`src/verilog/mar_consts.vh`:
```
// Functional notes
// - wait-state mode only used by a host able to stretch its read.
// - host holds channel address steady while select and read are low.
// - unused ready may be grounded with no pull-up.
// - no-wait mode: ready carries no status and is grounded.
// - no-wait mode: flag asserts at end; host issues second read. Here: one read per request, flag ignored, previous byte returned.
// - no-wait mode: at least 2.5 us between successive reads.
// - converter acts as read-only memory via select, read, address.
// - host uses three low address bits 000 to 111 as channel.
// - wait mode: host may use flag fall as transfer acknowledge.
`ifndef MAR_CONSTS_VH
`define MAR_CONSTS_VH
`define MAR_CLK_MHZ        40
`define MAR_GAP_NS         2500
`define MAR_CONV_NS        2000
`define MAR_SETUP_CYC      2
`define MAR_TIMEOUT_NS     20000
`define MAR_SYNC_LAT       16'h0003
`define MAR_ST_IDLE        3'h0
`define MAR_ST_SETUP       3'h1
`define MAR_ST_WAIT        3'h2
`define MAR_ST_HOLD        3'h3
`define MAR_ST_DONE        3'h4
`define MAR_ST_GAP         3'h5
`endif

```
`src/verilog/mar_host.v`:
```
`include "mar_consts.vh"
module mar_host #(
    parameter CHAN_W   = 3,
    parameter WAIT_MODE = 1
) (
    input  wire              CORE_CLK_IN,
    input  wire              SYS_RST_IN,
    input  wire              CLK_EN_IN,
    input  wire              REQ_IN,
    input  wire [CHAN_W-1:0] REQ_CHAN_IN,
    output reg               REQ_BUSY_OUT,
    output reg               DONE_OUT,
    output reg  [7:0]        DONE_DATA_OUT,
    output reg               TIMEOUT_OUT,
    output reg               CS_N_OUT,
    output reg               RD_N_OUT,
    output reg  [CHAN_W-1:0] CHAN_SEL_OUT,
    input  wire [7:0]        RESULT_BUS_IN,
    input  wire              RDY_IN,
    input  wire              DONE_N_IN
);
    // ----------------------------------------
    // timing
    // ----------------------------------------
    // ----------------------------------------
    // cycle counts, gap and conversion rounded up so spacing is never short; timeout truncated
    // ----------------------------------------
    localparam integer GAP_I   =
        (`MAR_GAP_NS * `MAR_CLK_MHZ + 999) / 1000;
    localparam integer CONV_I  =
        (`MAR_CONV_NS * `MAR_CLK_MHZ + 999) / 1000;
    localparam integer TO_I    =
        (`MAR_TIMEOUT_NS * `MAR_CLK_MHZ) / 1000;
    localparam integer SETUP_I = `MAR_SETUP_CYC;
    // counter is 16 bits; counts are cut to it on purpose
    localparam [15:0] GAP_CYC   = GAP_I[15:0];
    localparam [15:0] CONV_CYC  = CONV_I[15:0];
    localparam [15:0] TO_CYC    = TO_I[15:0];
    localparam [15:0] SETUP_CYC = SETUP_I[15:0];

    // ----------------------------------------
    // pin synchronisers
    // ----------------------------------------
    wire [9:0] pins_s;
    mar_sync2 #(.W(10)) u_sync (
        .clk_in (CORE_CLK_IN),
        .ce_in  (CLK_EN_IN),
        .d_in   ({RDY_IN, DONE_N_IN, RESULT_BUS_IN}),
        .q_out  (pins_s)
    );
    wire       rdy_s    = pins_s[9];
    wire       done_n_s = pins_s[8];
    wire [7:0] data_s   = pins_s[7:0];

    // ----------------------------------------
    // sequencer
    // ----------------------------------------
    reg [2:0]  st_ff;
    reg [2:0]  nxt_st;
    reg [15:0] cnt_ff;
    reg [15:0] nxt_cnt;
    reg        seen_ff;
    reg        nxt_seen;

    // strobes low in these states only
    function strobe_on;
        input [2:0] st;
        begin
            strobe_on = (st == `MAR_ST_WAIT) || (st == `MAR_ST_HOLD);
        end
    endfunction

    // conversion finished, per mode
    function conv_done;
        input rdy;
        input dn;
        input seen;
        begin
            if (WAIT_MODE != 0)
                conv_done = seen & (rdy | ~dn);
            else
                conv_done = 1'b1;
        end
    endfunction

    always @* begin
        nxt_st   = st_ff;
        nxt_cnt  = cnt_ff;
        nxt_seen = seen_ff;
        case (st_ff)
            `MAR_ST_IDLE: begin
                if (REQ_IN) begin
                    nxt_st  = `MAR_ST_SETUP;
                    nxt_cnt = SETUP_CYC;
                end
            end
            `MAR_ST_SETUP: begin
                // address settles before select falls
                if (cnt_ff <= 16'h0001) begin
                    nxt_st   = `MAR_ST_WAIT;
                    nxt_cnt  = 16'h0000;
                    nxt_seen = 1'b0;
                end else
                    nxt_cnt = cnt_ff - 16'h0001;
            end
            `MAR_ST_WAIT: begin
                nxt_cnt = cnt_ff + 16'h0001;
                // two sync stages hide the first ready fall
                if (cnt_ff >= `MAR_SYNC_LAT)
                    nxt_seen = 1'b1;
                if (WAIT_MODE == 0) begin
                    // no-wait: short strobe, previous byte
                    if (cnt_ff >= SETUP_CYC + `MAR_SYNC_LAT)
                        nxt_st = `MAR_ST_DONE;
                end else if (conv_done(rdy_s, done_n_s, seen_ff)) begin
                    nxt_st  = `MAR_ST_HOLD;
                    nxt_cnt = 16'h0000;
                end else if (cnt_ff >= TO_CYC)
                    nxt_st = `MAR_ST_DONE;
            end
            `MAR_ST_HOLD: begin
                // data valid when ready released
                nxt_st = `MAR_ST_DONE;
            end
            `MAR_ST_DONE: begin
                // strobe rise clears flag, latches address
                nxt_st  = `MAR_ST_GAP;
                nxt_cnt = 16'h0000;
            end
            `MAR_ST_GAP: begin
                nxt_cnt = cnt_ff + 16'h0001;
                // spacing covers conversion plus recovery
                if (cnt_ff >= GAP_CYC)
                    nxt_st = `MAR_ST_IDLE;
            end
            default: nxt_st = `MAR_ST_IDLE;
        endcase
    end

    // ----------------------------------------
    // registers and pins
    // ----------------------------------------
    always @(posedge CORE_CLK_IN) begin
        if (SYS_RST_IN) begin
            st_ff         <= `MAR_ST_IDLE;
            cnt_ff        <= 16'h0000;
            seen_ff       <= 1'b0;
            REQ_BUSY_OUT  <= 1'b0;
            DONE_OUT      <= 1'b0;
            DONE_DATA_OUT <= 8'h00;
            TIMEOUT_OUT   <= 1'b0;
            CS_N_OUT      <= 1'b1;
            RD_N_OUT      <= 1'b1;
            CHAN_SEL_OUT  <= {CHAN_W{1'b0}};
        end else if (CLK_EN_IN) begin
            st_ff        <= nxt_st;
            cnt_ff       <= nxt_cnt;
            seen_ff      <= nxt_seen;
            REQ_BUSY_OUT <= (nxt_st != `MAR_ST_IDLE);
            DONE_OUT     <= 1'b0;
            TIMEOUT_OUT  <= 1'b0;
            if (st_ff == `MAR_ST_IDLE && REQ_IN)
                CHAN_SEL_OUT <= REQ_CHAN_IN;
            // select and read low together start it
            CS_N_OUT <= ~strobe_on(nxt_st);
            RD_N_OUT <= ~strobe_on(nxt_st);
            if (st_ff == `MAR_ST_HOLD ||
                (WAIT_MODE == 0 && st_ff == `MAR_ST_WAIT &&
                 nxt_st == `MAR_ST_DONE)) begin
                DONE_OUT      <= 1'b1;
                DONE_DATA_OUT <= data_s;
            end
            if (WAIT_MODE != 0 && st_ff == `MAR_ST_WAIT &&
                nxt_st == `MAR_ST_DONE)
                TIMEOUT_OUT <= 1'b1; // grounded ready never releases
        end
    end
    // ready pin is open drain, sensed only
endmodule // mar_host

```
`src/verilog/mar_sync2.v`:
```
module mar_sync2 #(
    parameter W = 1
) (
    input  wire         clk_in,
    input  wire         ce_in,
    input  wire [W-1:0] d_in,
    output wire [W-1:0] q_out
);
    reg [W-1:0] meta_ff;
    reg [W-1:0] sync_ff;
    // pins come from the converter, not this clock
    always @(posedge clk_in) begin
        if (ce_in) begin
            meta_ff <= d_in;
            sync_ff <= meta_ff;
        end
    end
    assign q_out = sync_ff;
endmodule // mar_sync2

```
`config.mk`:
```
export PLATFORM = sky130hd
export DESIGN_NAME = mar_host
export DESIGN_NICKNAME = d
export VERILOG_FILES = /design/src/verilog/mar_host.v /design/src/verilog/mar_sync2.v
export VERILOG_INCLUDE_DIRS = /design/src /design/src/verilog
export SDC_FILE = /design/constraint.sdc
export NUM_CORES = 1
export LEC_CHECK = 0
export BUFFER_PORTS_ARGS = -buffer_cell sky130_fd_sc_hd__buf_4
export CORE_MARGIN = 4
export CORE_UTILIZATION = 58
export CTS_CLUSTER_DIAMETER = 200
export DETAILED_ROUTE_END_ITERATION = 12
export GPL_TIMING_DRIVEN = 0
export PLACE_DENSITY = 0.78
export SETUP_SLACK_MARGIN = 0.15
export SLEW_MARGIN = 10
export SYNTH_ARGS = -nofsm -noshare
export SYNTH_HDL_FRONTEND = slang
export SYNTH_SLANG_ARGS = --single-unit
```
`constraint.sdc`:
```
create_clock -name CORE_CLK_IN -period 2.9 [get_ports CORE_CLK_IN]
set_clock_uncertainty 0.2 [all_clocks]
set_input_delay 0.29 -clock CORE_CLK_IN [delete_from_list [all_inputs] [get_ports CORE_CLK_IN]]
set_output_delay 0.29 -clock CORE_CLK_IN [all_outputs]
set_load 0.05 [all_outputs]
```
==> results_dict.tcl, run 1 <==
set metrics [dict create \
    synth_fa_ha_area_share_pct 1.768 \
    synth_cell_types 55 \
    synthSimpleGateAreaFrac_pct 22.23 \
    grt.overflow.total 0 \
    status "finished, final reports clean" \
    worst_ep_required_time_ns 2.91 \
    die_h_um 77.87 \
    power_density_nw_per_um2 527.5 \
    synth_edf_count 20 \
    drv_slew 0 \
    slew_headroom_pct 43.92 \
    core-area_um2 4723 \
    vias 2580 \
    syn2layout_area_growth_pct 19.09 \
    worst-path-max-fanout 10 \
    slowest_stage "nor4_2" \
    cp.arrival_ns 2.41 \
    slowest_delay_ns 0.45 \
    r2r-start "cnt_ff[12]" \
    cts_buffers 5 \
    path_delay_family "simple AND/OR/NAND/NOR gates" \
    clock_path_buffers 2 \
    antenna_found_initial 0 \
    cp.depth 8 \
    cap_viol_max_count 0 \
    path_buf_inv 2 \
    clkSlewWorstSetupHoldPaths_ns 0.11 \
    routed_via_density 5.986 \
    syn_inst 312 \
    worst_path_most_repeated_cell "nor2_1" \
    synth_xor_area_share_pct 3.093 \
    cts_htree_levels 2 \
    p_leak_nw 1.310 \
    clock_sinks 55 \
    synthFlopType "dfxtp_1" \
    cts_tree "yes" \
    wl_per_cell_um 15.95 \
    synth.area.top_cells "dfxtp_1, edfxtp_1, nand2_1" \
    final_cell_mix "nand2_1, dfxtp_1, buf_4, nor2_1, a21oi_1" \
    power_switching_mw 0.5858 \
    pwr-share-clk_pct 26.0 \
    grtUsageTotal_pct 23.77 \
    drcViolationCount 0 \
    final_common_cell "nand2_1" \
    clock_latency_ns 0.32 \
    post-route-util_pct 71.39 \
    grt_max_degree 22 \
    hold_viol_final 0 \
    muxShareOfSynthArea_pct 1.458 \
    r2r_cells 8 \
    min_from "REQ_CHAN_IN[1]" \
    synth_fp_nets 333 \
    pre_cts_ws_ns 0.5249 \
    fin_crit_ns 2.401 \
    synth-compound-area-share_pct 19.71 \
    routed_wl_mm 6.874 \
    critPathKind "flip-flop to flip-flop" \
    endpoint_kind "flip-flop" \
    crit_chain "clkbuf_1, nor4_2, nand2b_1, buf_2, o21ai_4, nor2_1, a221oi_1, nor2_1" \
    synth_area_leader_cell "dfxtp_1" \
    async_reset_ff_share_pct 0 \
    initial_core_util_pct 59.95 \
    synth_area_per_cell_um2 9.075 \
    yosysSeqAreaShare_pct 45.96 \
    dpl.hpwl_mm 4.577 \
    synth_top_family_by_area "simple AND/OR/NAND/NOR gates" \
    synth_top_area_share_pct 24.75 \
    dr.pass1.iters 5 \
    fin_nets 384 \
    antenna_left 0 \
    crit_start "cnt_ff[12]" \
    pin_count 33 \
    hold_class "input pin to flip-flop" \
    holdWs_ns 0.09040 \
    internal_power_mw 1.193 \
    netlist_area_um2 2831 \
    netSwitchingFraction_pct 32.93 \
    fp.dieArea_um2 6064 \
    io_buffer_count 32 \
    antenna_cells 0 \
    routabilityCongestion 0.8815 \
    final_layout_size_suffix_gt1_share_pct 18.41 \
    ys_warn_count 0 \
    tns_ns 0 \
    root_buffer "clkbuf_8" \
    reg2reg_slack_ns 0.50 \
    setup_viol 0 \
    worst_setup_path_start_kind "flip-flop" \
    worst_slack_ns 0.4990 \
    drtIter0Drc 243 \
    ys_seq_elements 55 \
    seqPwrFrac_pct 49.0 \
    period_share_pct 82.79 \
    combPwrFrac_pct 25.0 \
    placementRows 25 \
    peakVddDrop_mv 0.3710 \
    grt_setup_unrepaired "false" \
    die_w_um 77.87 \
    p_total_mw 1.779 \
    worst_pin_slew_ns 0.8335 \
    grt_pass1_vias 2399 \
    hold_depth 3 \
    fmax_mhz 416.5 \
    grt_pass1_wl_mm 11.46 \
]
## layout make-up
class | count | area [µm²]
Multi-Input combinational cell | 223 | 1366
Fill cell | 354 | 1351
Sequential cell | 55 | 1301
Timing Repair Buffer | 44 | 360.3
Buffer | 25 | 130.1
Tap cell | 67 | 83.83
Clock buffer | 5 | 68.82
Inverter | 9 | 33.78
Clock inverter | 3 | 27.53
## sequential cells by signal, indices dropped and copies added, names as in the netlist
signal	cells
cnt_ff	16
u_sync.meta_ff	10
u_sync.q_out	10
DONE_DATA_OUT	8
CHAN_SEL_OUT	3
st_ff	3
DONE_OUT	1
RD_N_OUT	1
REQ_BUSY_OUT	1
TIMEOUT_OUT	1
seen_ff	1
## Yosys cell counts, drive strengths merged, types with 3 or more instances
cell type	instances
nand2	36
dfxtp	35
nor2	32
a21oi	22
edfxtp	20
o21ai	19
buf	16
clkbuf	9
inv	9
nand3	9
nor3	9
nor4	8
a31oi	7
nand4	7
and3	5
nor2b	5
xnor2	5
xor2	5
ha	4
o32ai	4
a311oi	3
a32oi	3
and2	3
and4	3
mux2i	3
o211ai	3
o22ai	3
o31ai	3
## worst paths after layout
path / to
setup / recovery: cnt_ff[7]
hold / removal: CHAN_SEL_OUT[1]
setup reg to reg: cnt_ff[7]
hold reg to reg: u_sync.q_out[7]
## routing by layer
metal  part of all wire [%]  GRT usage, %
met5                      0             0
met1                     42         30.04
met2                     49         40.24
met3                    6.5         4.872
met4                    1.9         8.007
## worst reg2reg max path, cell delays in order (launching register included)
cell and delay, ns:
dfxtp_1 0.31, clkbuf_1 0.20, nor4_2 0.45, nand2b_1 0.09, buf_2 0.19, o21ai_4 0.31
nor2_1 0.18, a221oi_1 0.29, nor2_1 0.06
## per-stage QoR
step	instance area, µm²	cells
floorplan	2831	312
global placement	3156	411
detailed placement	3156	411
CTS	3372	431
global route	3372	431
finish	3372	431
## cells by family (layout without fill, tap and decap cells)
logic type / Yosys count / in the layout
muxes: 4 / 4
and+or+nand+nor: 124 / 124
buffers and inverters: 34 / 86
DFF: 55 / 55
AOI/OAI and AO/OA: 81 / 81
xor gates and xnor gates: 10 / 10
adders and majority gates: 4 / 4
## power groups by stage
stage | Combinational [mW] | Clock (mW) | Sequential [mW]
2_1_floorplan | 0.290 | 0 | 0.907
3_3_place_gp | 0.408 | 0 | 0.887
3_5_place_dp | 0.418 | 0 | 0.889
4_1_cts | 0.433 | 0.469 | 0.872
5_1_grt | 0.482 | 0.502 | 0.879
6_report | 0.444 | 0.462 | 0.872
## timing repair
action,4_1_cts,5_1_grt
hold endpoints to repair,12,0
hold buffers,12,0
buffers inserted,0,0
resized for setup,0,0
No activity file was read; power rests on OpenSTA's default activity.
==> run 2, diff against run 1 <==
- CORE_UTILIZATION: 58 -> 52
- PLACE_DENSITY: 0.78 -> 0.74
- clock period: 2.9 -> 2 ns (I/O delays scaled with it)
==> results_dict.tcl, run 2 (synthesized netlist as in run 1, its figures left out) <==
set metrics [dict create \
    status "complete, but fails checks" \
    failed_checks "negative setup slack" \
    root_buffer "clkbuf_8" \
    p_leak_nw 1.653 \
    slew_headroom_pct 52.87 \
    antenna_found_initial 0 \
    power_density_nw_per_um2 734.5 \
    io_buffer_count 32 \
    syn2layout_area_growth_pct 48.48 \
    cp.arrival_ns 2.13 \
    routed_wl_mm 9.366 \
    final_layout_size_suffix_gt1_share_pct 41.65 \
    p_total_mw 3.088 \
    tns_ns -0.8551 \
    cts_tree "yes" \
    largest_register_ffs 16 \
    wl_per_cell_um 19.39 \
    critPathKind "flip-flop to flip-flop" \
    top_register "cnt_ff" \
    fin_crit_ns 2.120 \
    grt.busiest_layer "met2" \
    peakVddDrop_mv 0.7328 \
    antenna_cells 0 \
    placementRows 26 \
    worst_slack_ns -0.1198 \
    clock_sinks 55 \
    hold_class "input pin to flip-flop" \
    met2_usage_pct 41.28 \
    grt_pass1_wl_mm 12.74 \
    antenna_left 0 \
    grt_pass1_vias 2587 \
    fmax_mhz 471.7 \
    grtUsageMet3_pct 4.057 \
    core-area_um2 5205 \
    dpl_cell_area_um2 3281 \
    die_w_um 81.79 \
    fin_nets 433 \
    holdWs_ns 0.07508 \
    drcViolationCount 0 \
    pre_cts_ws_ns -0.2253 \
    slowest_stage "dfxtp_1" \
    slowest_delay_ns 0.63 \
    dr.pass1.iters 7 \
    pin_count 33 \
    use_met1_pct 32.08 \
    final_cell_mix "buf_4, nand2_1, nor2_1, dfxtp_1, edfxtp_1" \
    routabilityCongestion 0.8509 \
    stdcell_area_um2 4204 \
    worst_ep_required_time_ns 2.01 \
    grt_max_degree 22 \
    cap_viol_max_count 0 \
    die_h_um 81.79 \
    initial_core_util_pct 54.40 \
    grtUsageTotal_pct 24.99 \
    vias 3057 \
    cts_buffers 5 \
    fp.dieArea_um2 6690 \
    hold_viol_final 0 \
    worst_path_most_repeated_cell "nor2_1" \
    cts_htree_levels 2 \
    crit_chain "nor2_1, a32oi_1, nor2_1, a311oi_2, nor2_1, o21a_1" \
    drv_slew 0 \
    final_common_cell "buf_4" \
    grt_setup_unrepaired "true" \
    setup_viol 17 \
    endpoint_kind "flip-flop" \
    dpl.hpwl_mm 4.516 \
    worst_pin_slew_ns 0.7070 \
    worst_setup_path_start_kind "flip-flop" \
    clock_latency_ns 0.32 \
    clkSlewWorstSetupHoldPaths_ns 0.10 \
    worst-path-max-fanout 6 \
    period_share_pct 106.0 \
    grt.overflow.total 0 \
    routed_via_density 6.329 \
    clock_path_buffers 2 \
    drtIter0Drc 486 \
]
## run 2: worst max-delay path, delay by kind of cell (launching register included)
family	cells	cell delay [ns]
and+or+nand+nor	3	0.36
AOI/OAI and AO/OA	3	0.83
DFF	1	0.63
## run 2: per-layer routing
metal	routed length (µm)	vias to the layer above
li1	-	1349
met1	3413	1412
met2	4594	235
met3	935	61
met4	423	0
met5	0	-
## run 2: final cells by class
cell class	count	area [µm²]
timing repair buffer	91	758.2
sequential	55	1319
fill	290	1001
clock buffer	6	72.57
inverter	9	38.79
tap	70	87.58
buffer	25	217.7
multi-input combinational	225	1672
clock inverter	2	38.79
## run 2: power breakdown
part / internal (mW) / switching (mW) / total (mW)
registers: 1.23 / 0.0517 / 1.28
clock network: 0.379 / 0.383 / 0.762
logic: 0.466 / 0.577 / 1.04
total: 2.08 / 1.01 / 3.09
## run 2: metrics by stage
stage | utilization (%) | std cells
after global routing | 80.77 | 483
after detailed placement | 63.03 | 414
after global placement | 63.03 | 414
after floorplan | - | 312
after CTS | 76.71 | 472
final | 80.77 | 483
## run 2: path summary, 6_finish.rpt
check,end,depth (start not counted),slack [ns],start
max,st_ff[1],6,-0.12,cnt_ff[15]
min,u_sync.meta_ff[2],1,0.08,CLK_EN_IN
max reg2reg,st_ff[1],6,-0.12,cnt_ff[15]
min reg2reg,u_sync.q_out[3],0,0.23,u_sync.meta_ff[3]
## run 2: timing repair
item / CTS / global route
pin swaps: 39 / 21
gates cloned: 3 / 0
hold buffers: 13 / 0
setup buffers: 34 / 11
setup endpoints to repair: 22 / 34
endpoints found under the hold margin: 13 / 0
resized for setup: 58 / 37
==> run 3, diff against run 2 <==
- BUFFER_PORTS_ARGS: -buffer_cell sky130_fd_sc_hd__buf_4 -> default
- CORE_UTILIZATION: 52 -> 57
- DONT_BUFFER_PORTS: default -> 1
==> results_dict.tcl, run 3 (synthesized netlist as in run 1, its figures left out) <==
set metrics [dict create \
    stdcell_area_um2 4035 \
    drtIter0Drc 386 \
    worst-path-max-fanout 5 \
    p_leak_nw 1.493 \
    worst_ep_required_time_ns 2.03 \
    final_cell_mix "buf_4, nand2_1, dfxtp_1, nor2_1, buf_6" \
    placementRows 25 \
    routabilityCongestion 0.8540 \
    antenna_cells 0 \
    hold_class "input pin to flip-flop" \
    cts_buffers 5 \
    grt_pass1_wl_mm 12.97 \
    slew_headroom_pct 38.00 \
    fin_nets 402 \
    post-route-util_pct 84.87 \
    die_h_um 78.48 \
    critPathKind "flip-flop to flip-flop" \
    hold_viol_final 0 \
    cts_htree_levels 2 \
    syn2layout_area_growth_pct 42.51 \
    period_share_pct 108.7 \
    grtUsageTotal_pct 26.95 \
    worst_setup_path_start_kind "flip-flop" \
    routed_via_density 6.439 \
    vias 2891 \
    cap_viol_max_count 0 \
    fillers 230 \
    grt_max_degree 21 \
    clock_sinks 55 \
    cp.arrival_ns 2.21 \
    core-area_um2 4755 \
    initial_core_util_pct 59.55 \
    failed_checks "negative setup slack" \
    status "complete, but fails checks" \
    final_common_cell "buf_4" \
    worst_path_most_repeated_cell "buf_6" \
    crit_chain "buf_6, nor3_4, nand4_1, buf_6, o21ai_4, buf_4, buf_6, o32ai_2, a22o_1" \
    setup_viol 18 \
    clock_path_buffers 2 \
    endpoint_kind "flip-flop" \
    routed_wl_mm 9.562 \
    top_register "cnt_ff" \
    slowest_delay_ns 0.35 \
    die_w_um 78.48 \
    io_buffer_count 0 \
    fin_crit_ns 2.174 \
    tns_ns -1.244 \
    pin_count 33 \
    grt.overflow.total 0 \
    clock_latency_ns 0.33 \
    grt_pass1_vias 2633 \
    dpl_cell_area_um2 3037 \
    cts_tree "yes" \
    worst_pin_slew_ns 0.9269 \
    power_density_nw_per_um2 740.4 \
    largest_register_ffs 16 \
    fmax_mhz 460.0 \
    antenna_left 0 \
    clkSlewWorstSetupHoldPaths_ns 0.12 \
    worst_slack_ns -0.1741 \
    final_layout_size_suffix_gt1_share_pct 40.05 \
    dr.pass1.iters 5 \
    root_buffer "clkbuf_8" \
    antenna_found_initial 0 \
    wl_per_cell_um 21.30 \
    dpl.hpwl_mm 4.330 \
    slowest_stage "dfxtp_2" \
    fp.dieArea_um2 6159 \
    peakVddDrop_mv 0.5642 \
    grt_setup_unrepaired "true" \
    drv_slew 0 \
    drcViolationCount 0 \
]
run 3: cell types whose count changed in the layout (fill, tap and decap cells not counted), moves of 3 or more:
cell,previous run,this run
buf_4,73,39
a21oi_1,19,15
a21oi_2,2,6
buf_6,18,21
nor2_1,27,24
nor2_2,2,5
o21ai_1,6,9
o21ai_2,7,4
run 3: repair_timing:
action | 4_1_cts | 5_1_grt
buffers inserted | 24 | 20
gates resized for setup | 55 | 58
cloned | 3 | 0
endpoints found under the hold margin | 36 | 0
hold buffers | 15 | 0
pin swaps | 30 | 28
endpoints found under the setup margin | 22 | 33
run 3: final timing paths:
| kind | slack [ns] | start | to | cells past startpoint |
|---|---|---|---|---|
| hold / removal | 0.05 | REQ_IN | CHAN_SEL_OUT[0] | 4 |
| setup reg to reg | -0.17 | cnt_ff[4] | cnt_ff[14] | 9 |
| hold reg to reg | 0.23 | u_sync.meta_ff[8] | u_sync.q_out[8] | 0 |
| setup / recovery | -0.17 | cnt_ff[4] | cnt_ff[14] | 9 |
run 3: per-stage QoR:
step	instances	power (mW)	hold slack (ns)	worst slack (ns)
finish	449	2.988	0.04520	-0.1741
global route	449	3.091	0.09067	-0.2403
CTS	429	2.707	0.05158	0.01976
detailed placement	379	1.893	0.09892	-0.1570
global placement	379	1.885	0.09892	-0.1529
floorplan	312	1.785	0.09887	0.1166
run 3: critical path, delay by kind of cell, from the launching register on:
family | cells | cell delay [ns]
compound gates | 3 | 0.54
buf+inv | 4 | 0.53
flops | 1 | 0.35
simple gates | 2 | 0.45
run 3: power by group:
part / total, mW / leakage (nW) / switching, mW / internal [mW]
Clock: 0.653 / 0.0418 / 0.400 / 0.253
Sequential: 1.32 / 0.485 / 0.0879 / 1.23
Combinational: 1.02 / 0.966 / 0.570 / 0.446
run 3: final cells by class:
type / count / area [µm²] / share of cell area (%)
Multi-Input combinational cell: 225 / 1755 / 43.50
Clock inverter: 2 / 16.27 / 0.4031
Buffer: 25 / 211.5 / 5.240
Clock buffer: 6 / 72.57 / 1.798
Sequential cell: 55 / 1319 / 32.68
Tap cell: 67 / 83.83 / 2.078
Timing Repair Buffer: 60 / 533.0 / 13.21
Inverter: 9 / 43.79 / 1.085
run 3: per-layer routing:
metal,vias to the layer above,share of wire (%),global-route usage [%]
met1,1385,38,33.06
met2,188,51,46.75
li1,1281,-,-
met5,-,0,0
met3,37,7.7,5.619
met4,0,3.6,9.615
